`config.mk`:
```
export PLATFORM = sky130hd
export DESIGN_NAME = idrb_bank
export DESIGN_NICKNAME = d
export VERILOG_FILES = /design/src/design/idrb_pkg.sv /design/src/design/idrb_bank.sv
export VERILOG_INCLUDE_DIRS = /design/src /design/src/design
export SDC_FILE = /design/constraint.sdc
export NUM_CORES = 1
export LEC_CHECK = 0
export BUFFER_PORTS_ARGS = -buffer_cell sky130_fd_sc_hd__buf_2
export CAP_MARGIN = 20
export CORE_MARGIN = 5
export CORE_UTILIZATION = 41
export DETAILED_ROUTE_END_ITERATION = 6
export PLACE_DENSITY = 0.71
export SLEW_MARGIN = 5
export SYNTH_ARGS = -nofsm -noshare
export SYNTH_HDL_FRONTEND = slang
export SYNTH_SLANG_ARGS = --single-unit
export TNS_END_PERCENT = 50
```
`constraint.sdc`:
```
create_clock -name clk -period 5.6 [get_ports clk]
set_input_delay 0.28 -clock clk [delete_from_list [all_inputs] [get_ports clk]]
set_output_delay 0.28 -clock clk [all_outputs]
set_load 0.01 [all_outputs]
```
`src/design/idrb_regs.svh`:
```
// Register numbers, lengths, field positions and filler for the identity bank.
// Assumes inclusion by bare name from the bank module.
`ifndef IDRB_REGS_SVH
`define IDRB_REGS_SVH

// Register file numbers
`define IDRB_FILE_CHIP_ID 6'h00
`define IDRB_FILE_EUI 6'h01

// Register lengths in octets
`define IDRB_LEN_CHIP_ID 7'h04
`define IDRB_LEN_EUI 7'h08

// Filler returned by unused locations
`define IDRB_FILLER 32'hDEAD_DEAD

// Chip identifier field positions
`define IDRB_MINOR_LSB 0
`define IDRB_MINOR_MSB 3
`define IDRB_MAJOR_LSB 4
`define IDRB_MAJOR_MSB 7
`define IDRB_TYPE_LSB 8
`define IDRB_TYPE_MSB 15
`define IDRB_TAG_LSB 16
`define IDRB_TAG_MSB 31

// Unique address split
`define IDRB_EXT_MSB 39
`define IDRB_CO_LSB 40
`define IDRB_CO_MSB 63
`define IDRB_EUI_OCTETS 8

// Reset values and pointer step
`define IDRB_EUI_RST 64'h0000_0000_0000_0000
`define IDRB_PTR_RST 7'h00
`define IDRB_OCTET_RST 8'h00
`define IDRB_PTR_STEP 7'h01

`endif

```
`src/design/idrb_pkg.sv`:
```
// Types shared by the identity register bank and its bench.
// Assumes idrb_regs.svh holds the numeric constants.
package idrb_pkg;

  typedef logic [7:0] idrb_octet_type;
  typedef logic [5:0] idrb_file_type;
  typedef logic [6:0] idrb_index_type;

  // Direction of a host transaction
  typedef enum logic {
    IDRB_READ = 1'b0,
    IDRB_WRITE = 1'b1
  } idrb_dir_type;

endpackage : idrb_pkg

```
`src/design/idrb_bank.sv`:
```
// Identity register bank: fixed chip identifier and 64-bit unique address.
// Assumes a host-side serial deframer delivers start and octet strobes on clk.
`timescale 1ns/1ps
`include "idrb_regs.svh"

module idrb_bank #(
  parameter logic [3:0] MINOR_REVISION = 4'h0,  // Arbitrary value
  parameter logic [3:0] MAJOR_VERSION = 4'h0,   // Arbitrary value
  parameter logic [7:0] DEVICE_TYPE = 8'h00,    // Arbitrary value
  parameter logic [15:0] REGISTER_TAG = 16'h0000 // Arbitrary value
) (
  // Clock and reset
  input wire logic clk,
  input wire logic rst_n,
  // Host transaction start
  input wire logic txn_start,
  input wire idrb_pkg::idrb_dir_type txn_dir,
  input wire idrb_pkg::idrb_file_type txn_file,
  input wire idrb_pkg::idrb_index_type txn_index,
  // Host octet transfer
  input wire logic octet_strobe,
  input wire idrb_pkg::idrb_octet_type octet_wdata,
  output logic octet_rvalid,
  output idrb_pkg::idrb_octet_type octet_rdata,
  // One-time memory load at init or wake
  input wire logic otp_load,
  input wire logic [63:0] otp_eui,
  // Receive frame filter compare
  input wire logic filter_enable,
  input wire logic rx_dest_valid,
  input wire logic [63:0] rx_dest_addr,
  output logic rx_accept,
  output logic rx_reject,
  // Current unique address
  output logic [63:0] extended_unique_address
);

  idrb_pkg::idrb_dir_type dir_reg;
  idrb_pkg::idrb_file_type file_reg;
  idrb_pkg::idrb_index_type ptr_reg;
  idrb_pkg::idrb_octet_type rdata_reg;
  logic rvalid_reg;
  logic [63:0] eui_reg;
  logic [31:0] chip_identifier;
  logic [31:0] filler;
  idrb_pkg::idrb_octet_type filler_octet;
  idrb_pkg::idrb_octet_type read_octet;
  logic eui_wr;
  logic accept_reg;
  logic reject_reg;
  logic chip_hit;
  logic eui_hit;
  logic octet_take;
  logic read_take;
  logic [7:0] octet_sel;
  logic addr_match;
  logic accept_next;
  logic reject_next;
  idrb_pkg::idrb_index_type ptr_next;

  // Reset image of the unique address, sliced per octet below
  localparam logic [63:0] EUI_RST = `IDRB_EUI_RST;

  // Location decode of the current pointer
  always_comb begin
    chip_hit = 1'b0;
    eui_hit = 1'b0;
    if (file_reg == `IDRB_FILE_CHIP_ID && ptr_reg < `IDRB_LEN_CHIP_ID) begin
      chip_hit = 1'b1;
    end
    if (file_reg == `IDRB_FILE_EUI && ptr_reg < `IDRB_LEN_EUI) begin
      eui_hit = 1'b1;
    end
  end

  // Octet moves only when no new transaction starts in the same cycle
  assign octet_take = octet_strobe && !txn_start;
  assign read_take = octet_take && dir_reg == idrb_pkg::IDRB_READ;

  // Fixed identifier assembled from constant fields
  always_comb begin
    chip_identifier = '0;
    chip_identifier[`IDRB_MINOR_MSB:`IDRB_MINOR_LSB] = MINOR_REVISION;
    chip_identifier[`IDRB_MAJOR_MSB:`IDRB_MAJOR_LSB] = MAJOR_VERSION;
    chip_identifier[`IDRB_TYPE_MSB:`IDRB_TYPE_LSB] = DEVICE_TYPE;
    chip_identifier[`IDRB_TAG_MSB:`IDRB_TAG_LSB] = REGISTER_TAG;
  end

  assign filler = `IDRB_FILLER;

  // Filler octet follows the octet position within a word
  always_comb begin
    case (ptr_reg[1:0])
      2'h0: filler_octet = filler[7:0];
      2'h1: filler_octet = filler[15:8];
      2'h2: filler_octet = filler[23:16];
      default: filler_octet = filler[31:24];
    endcase
  end

  // Read mux, octet index counts up from the least significant octet
  always_comb begin
    read_octet = filler_octet;
    if (chip_hit) begin
      read_octet = chip_identifier[{ptr_reg[1:0], 3'h0} +: 8];
    end else if (eui_hit) begin
      read_octet = eui_reg[{ptr_reg[2:0], 3'h0} +: 8];
    end
  end

  // Next pointer: start index, else one step per octet
  always_comb begin
    ptr_next = ptr_reg;
    if (txn_start) begin
      ptr_next = txn_index;
    end else if (octet_strobe) begin
      ptr_next = ptr_reg + `IDRB_PTR_STEP;
    end
  end

  // Transaction pointer: loaded at start, steps after each octet
  always_ff @(posedge clk) begin
    if (!rst_n) begin
      dir_reg <= idrb_pkg::IDRB_READ;
      file_reg <= `IDRB_FILE_CHIP_ID;
      ptr_reg <= `IDRB_PTR_RST;
    end else begin
      ptr_reg <= ptr_next;
      if (txn_start) begin
        dir_reg <= txn_dir;
        file_reg <= txn_file;
      end
    end
  end

  // Registered read data, one cycle after the strobe
  always_ff @(posedge clk) begin
    if (!rst_n) begin
      rdata_reg <= `IDRB_OCTET_RST;
      rvalid_reg <= 1'b0;
    end else begin
      rvalid_reg <= read_take;
      if (read_take) begin
        rdata_reg <= read_octet;
      end
    end
  end

  // Only the unique address file accepts writes, within its length
  assign eui_wr = octet_take && dir_reg == idrb_pkg::IDRB_WRITE && eui_hit;

  // Per-octet storage: memory load, then host write of that octet wins
  // A write and a load in one cycle keep the host octet and load the rest
  genvar gi;
  generate
    for (gi = 0; gi < `IDRB_EUI_OCTETS; gi = gi + 1) begin : g_eui
      // Octet select for this storage slot
      assign octet_sel[gi] = eui_wr && ptr_reg[2:0] == 3'(gi);
      always_ff @(posedge clk) begin
        if (!rst_n) begin
          eui_reg[gi*8 +: 8] <= EUI_RST[gi*8 +: 8];
        end else if (octet_sel[gi]) begin
          eui_reg[gi*8 +: 8] <= octet_wdata;
        end else if (otp_load) begin
          eui_reg[gi*8 +: 8] <= otp_eui[gi*8 +: 8];
        end
      end
    end
  endgenerate

  // Full 64-bit compare against the live unique address
  always_comb begin
    addr_match = rx_dest_addr == eui_reg;
    accept_next = 1'b0;
    reject_next = 1'b0;
    if (rx_dest_valid) begin
      accept_next = !filter_enable || addr_match;
      reject_next = filter_enable && !addr_match;
    end
  end

  // Long destination verdict for the frame filter, one cycle later
  always_ff @(posedge clk) begin
    if (!rst_n) begin
      accept_reg <= 1'b0;
      reject_reg <= 1'b0;
    end else begin
      accept_reg <= accept_next;
      reject_reg <= reject_next;
    end
  end

  assign octet_rvalid = rvalid_reg;
  assign octet_rdata = rdata_reg;
  assign rx_accept = accept_reg;
  assign rx_reject = reject_reg;
  assign extended_unique_address = eui_reg;

endmodule : idrb_bank

```
**Word level (Yosys, flattened, before mapping)**

Index checks and enable logic that the tools add are counted.

- Input bits: 157
- Register bits: 89
- Logic and storage cells: 87

- Reductions and logical operators: 33
- $add $sub $neg: 1
- Eq/ne operators: 10
- Bitwise logic cells: 1
- Multiplexer cells: 23
- Shift-type cells: 2
- $lt $le $gt $ge: 2

Operators by type and width:

| cell | number |
|---|---|
| $mux 8 | 18 |
| $eq 64x64->1 | 1 |
| $shiftx 64x7->8 | 1 |
| $shiftx 32x6->8 const A | 1 |
| $mux 7 | 3 |
| $reduce_bool 2->1 | 9 |
| $logic_and 1x1->1 | 15 |
| $eq 3x3->1 const B | 4 |
| $add 7x1->7 const B | 1 |
| $lt 7x3->1 const B | 1 |
| $lt 7x4->1 const B | 1 |
| $eq 3x2->1 const B | 2 |
| $eq 6x1->1 const B | 1 |
| $logic_not 6->1 | 1 |
| $eq 3x1->1 const B | 1 |
| $logic_not 1->1 | 3 |
| $logic_not 3->1 | 1 |
| $eq 2x2->1 const B | 1 |
| $logic_not 2->1 | 1 |
| $mux 1 | 2 |
| $reduce_and 2->1 | 1 |
| $reduce_or 2->1 | 1 |
| $logic_or 1x1->1 | 1 |
| $not 1->1 | 1 |

**Logic depth before layout (Yosys ltp)**

- Word-level depth: 6
- Mapped depth: 8

**Least setup slack after synthesis**

No wires, ideal clock.

- Path kind: reg2reg
- Start point: register ptr_reg[1]
- End point: register rdata_reg[0] (netlist: octet_rdata[0])
- Buffers on the path: 2
- Data arrival time: 1,964 ps
- Cell stages (with the launch flop): 9
- Required time: 5,483 ps
- Path slack: 3,519 ps
- Cell sequence: dfxtp_1 -> clkbuf_1 -> clkbuf_1 -> inv_1 -> ha_1 -> or2_2 -> nor2_1 -> nor2_1 -> a22o_1

- Word-level cells in the longest chain between the ends: 5
- Elaborated cells between the ends (all ways): 14

RTL lines:

| what | line | text |
|---|---|---|
| from (decl) | idrb_bank.sv:40 | `idrb_pkg::idrb_index_type ptr_reg;` |
| from (signal assigned) | idrb_bank.sv:126 | `` ptr_reg <= `IDRB_PTR_RST; `` |
| from (signal assigned) | idrb_bank.sv:128 | `ptr_reg <= ptr_next;` |
| $lt 7x4->1 (no source line), or another cell as far along | - |  |
| $logic_and 1x1->1 (no source line) / $reduce_or 2->1 (equally long branches) | - |  |
| $mux 1 / $mux 7 (equally long branches) | idrb_bank.sv:71, idrb_bank.sv:93 |  |
| $mux 8 | idrb_bank.sv:106 | `end else if (eui_hit) begin` |
| $mux 8 (*) | idrb_bank.sv:104 | `if (chip_hit) begin` |
| to (signal assigned) | idrb_bank.sv:139 | `` rdata_reg <= `IDRB_OCTET_RST; `` |
| to (signal assigned) | idrb_bank.sv:144 | `rdata_reg <= read_octet;` |
| to (decl) | idrb_bank.sv:41 | `idrb_pkg::idrb_octet_type rdata_reg;` |

Mark *: on every way between the ends. The rest lies on a longest branch, timed or not.
A chain may end at the register's enable or synchronous reset.

**Worst setup path after layout**

- Start point: register file_reg[4]
- End point: register eui_reg[59] (netlist: extended_unique_address[59])

- Word-level cells in the longest chain between the ends: 6
- Elaborated cells between the ends (all ways): 7

RTL lines:

| what | line | text |
|---|---|---|
| from (decl) | idrb_bank.sv:39 | `idrb_pkg::idrb_file_type file_reg;` |
| from (signal assigned) | idrb_bank.sv:125 | `` file_reg <= `IDRB_FILE_CHIP_ID; `` |
| from (signal assigned) | idrb_bank.sv:131 | `file_reg <= txn_file;` |
| $eq 6x1->1 (no source line) (*) | - |  |
| $logic_and 1x1->1 (no source line) (*) | - |  |
| $mux 1 (*) | idrb_bank.sv:71 | `` if (file_reg == `IDRB_FILE_EUI && ptr_reg < `IDRB_LEN_EUI) begin `` |
| $logic_and 1x1->1 (*) | idrb_bank.sv:150 | `assign eui_wr = octet_take && dir_reg == idrb_pkg::IDRB_WRITE && eui_hit;` |
| $logic_and 1x1->1 (*) | idrb_bank.sv:158 | `assign octet_sel[gi] = eui_wr && ptr_reg[2:0] == 3'(gi);` |
| $mux 8 / $reduce_bool 2->1 (equally long branches) | - |  |
| to (signal, indexed assignment) | idrb_bank.sv:161 | `eui_reg[gi*8 +: 8] <= EUI_RST[gi*8 +: 8];` |
| to (signal, indexed assignment) | idrb_bank.sv:163 | `eui_reg[gi*8 +: 8] <= octet_wdata;` |
| to (signal, indexed assignment) | idrb_bank.sv:165 | `eui_reg[gi*8 +: 8] <= otp_eui[gi*8 +: 8];` |
| to (decl) | idrb_bank.sv:43 | `logic [63:0] eui_reg;` |

Marks and branches as above.

==> results by group <==
Finish
  – Final core utilization: 0.536
  – Final net count: 924
  – Max reg flops: 64
  – Area growth from synthesis to layout: 29.0%
  – Share of layout cells above drive strength 1: 0.410
  – Most common cell after layout, fill and taps aside: buf_2
  – Commonest cells after routing, fill and taps aside: buf_2 (231), dfxtp_1 (89), xnor2_1 (67), nand3_1 (48), o21ai_0 (43)

STA
  – Tmin final: 2830 ps
  – Part of the cycle the worst path needs: 0.506
  – Fmax achieved: 0.353 GHz
  – Unrepaired setup endpoints after global routing: false
  – Final setup margin: 2770 ps
  – Slew Viols, Final: 0
  – Worst Tran Pin Value: 1130 ps
  – Finish-stage setup viols: 0
  – Worst Skew: 9.02 ps
  – Fin. Hold Viols: 0
  – Rel. slew slack: 0.249
  – Setup_tns: 0 ps

Clock network
  – CTS clk-pin slew, worst paths: 60 ps
  – CTS resizes: 0
  – Sinks on Clock Net: 89
  – Htree depth: 3
  – CTS tree: built
  – Maximum buffer depth of the clock tree: 2
  – Root buf cell: clkbuf_16
  – Latest clock arrival within the worst-skew pair: 340 ps
  – CTS buffer count: 9
  – Setup bufs post-CTS: 0
  – Post-CTS Hold Fix Bufs: 0

Floorplanning
  – Core box area: 12,600 um2
  – Starting density of the core: 0.415
  – Die Width: 123 um
  – Io pins: 232
  – # rows: 41
  – Die area: 15,100 um2
  – Die height: 123 um

Route
  – Routed WL: 19.3 mm
  – Starting DRT DRC Count: 347
  – Vias: 5,148
  – Final ANT Viol Nets: 0
  – Drt drc: 0
  – WL/cell: 20.6 um
  – Vias/cell: 5.48
  – Pre-antenna DRT Iters: 5

Place
  – GPL Wtd Cong: 0.898
  – Post-Place Worst Slack: 2770 ps
  – Port Buf Inserts: 231
  – Hpwl dp: 15.1 mm

Synthesis
  – Synth warnings: 0
  – Syn Std Cell Area: 5220 um2
  – EDFF count, synth: 0
  – Netlist cell types: 41
  – Mapped Cells: 551
  – Primary FF master, synth: dfxtp_1
  – Post-synthesis sequential area ratio: 0.341
  – Syn Area/Cell: 9.48 um2
  – Syn_nets: 714
  – Synth Register Bits: 89
  – Synth async-reset ratio: 0

Worst setup path
  – Critical path data arrival time: 3030 ps
  – CP Capture Type: flop
  – Worst Path Required: 5800 ps
  – Critical path type: flop to flop
  – Worst reg2reg path depth: 5
  – Worst Setup Start Kind: flop
  – CP Max Fanout: 16

Hold path
  – Worst hold path type: primary input to flop
  – Min-Delay Path Depth: 2

Global routing
  – Total GRT Usage: 0.256
  – Vias in the first global route: 5,021
  – First-pass GRT wire length: 28.9 mm
  – Overflow after GRT: 0
  – Initial antenna violation count: 2
  – Pin count of the biggest net entering global routing: 65

Pwr
  – VDD IR max: 0.000128 V
  – Power Density: 250 nW/um2
  – Tot Pwr: 0.00168 W
  – Leakage: 2.97 nW

Outcome
  – Outcome: complete, no violations

Job
  – Max-Cap Viols: 0
==> synthesized netlist by cell type, types with 2 or more instances <==
master | instances | area, um2
a211oi_1 | 25 | 188
a21oi_1 | 8 | 40.0
a22o_1 | 5 | 43.8
and2_1 | 4 | 25.0
buf_1 | 10 | 37.5
buf_2 | 3 | 15.0
buf_4 | 2 | 15.0
buf_6 | 6 | 67.6
clkbuf_1 | 14 | 52.6
dfxtp_1 | 89 | 1780
ha_1 | 6 | 75.1
inv_1 | 5 | 18.8
mux2_2 | 40 | 450
mux2i_1 | 31 | 310
mux4_2 | 16 | 360
nand2_1 | 36 | 135
nand2b_1 | 2 | 12.5
nand3_1 | 48 | 240
nand4_1 | 19 | 119
nand4_4 | 3 | 63.8
nor2_1 | 42 | 158
nor2b_1 | 2 | 12.5
nor3_1 | 3 | 15.0
nor4_1 | 6 | 37.5
o21ai_0 | 43 | 215
or2_2 | 2 | 12.5
xnor2_1 | 67 | 587
==> logic make-up after synthesis <==
| group | synth area share |
|---|---|
| AND/OR/NAND/NOR | 0.177 |
| XOR/XNOR | 0.114 |
| AO/OA/AOI/OAI | 0.0994 |
| flip-flops | 0.341 |
| adder cells (fa/ha/maj) | 0.0144 |
| buffers and inverters | 0.0395 |
| multiplexers | 0.215 |
==> stage by stage <==
step | cells | hold WS (ps) | cell area (um2)
2_1_floorplan | 551 | 367 | 5220
3_3_place_gp | 922 | 442 | 6430
3_5_place_dp | 922 | 451 | 6430
4_1_cts | 938 | 117 | 6740
5_1_grt | 939 | 126 | 6740
6_report | 939 | 128 | 6740
==> worst max-delay path, stage by stage, from the launching register on <==
cell	delay (ps)
dfxtp_1	310
or4_4	570
nor4_4	740
nand4_1	700
nand3_1	270
o21ai_0	100
==> metal layers <==
layer / vias to the layer above / share of wire / GRT usage
met5: - / 0.00067 / 0
met2: 253 / 0.46 / 0.407
met4: 2 / 0.026 / 0.0889
li1: 2430 / - / -
met1: 2433 / 0.43 / 0.350
met3: 30 / 0.088 / 0.0475
==> cell type report <==
type / instances / area [um2]
Multi-Input combinational cell: 422 / 3230
Clock inverter: 4 / 51.3
Antenna cell: 1 / 2.50
Timing Repair Buffer: 234 / 1180
Tap cell: 172 / 215
Inverter: 5 / 18.8
Clock buffer: 12 / 256
Sequential cell: 89 / 1780
Fill cell: 1177 / 5830
==> worst paths after layout <==
check	from	end	slack [ps]
hold reg to reg	octet_rdata[3]$_SDFFE_PN0P_	octet_rdata[3]$_SDFFE_PN0P_	460
setup / recovery	file_reg[4]$_SDFFE_PN0P_	extended_unique_address[59]$_SDFFE_PN0P_	2770
hold / removal	filter_enable	rx_accept$_SDFF_PN0_	130
setup reg to reg	file_reg[4]$_SDFFE_PN0P_	extended_unique_address[59]$_SDFFE_PN0P_	2770
==> where the power goes <==
part / internal, W / leakage [nW] / switching (W) / total (W)
Combinational: 0.000176 / 2.08 / 0.000162 / 0.000338
Clock: 0.000370 / 0.149 / 0.000246 / 0.000617
Sequential: 0.000672 / 0.734 / 0.0000576 / 0.000730
Total: 0.00122 / 2.97 / 0.000466 / 0.00168
(Power assumes the default switching activity.)
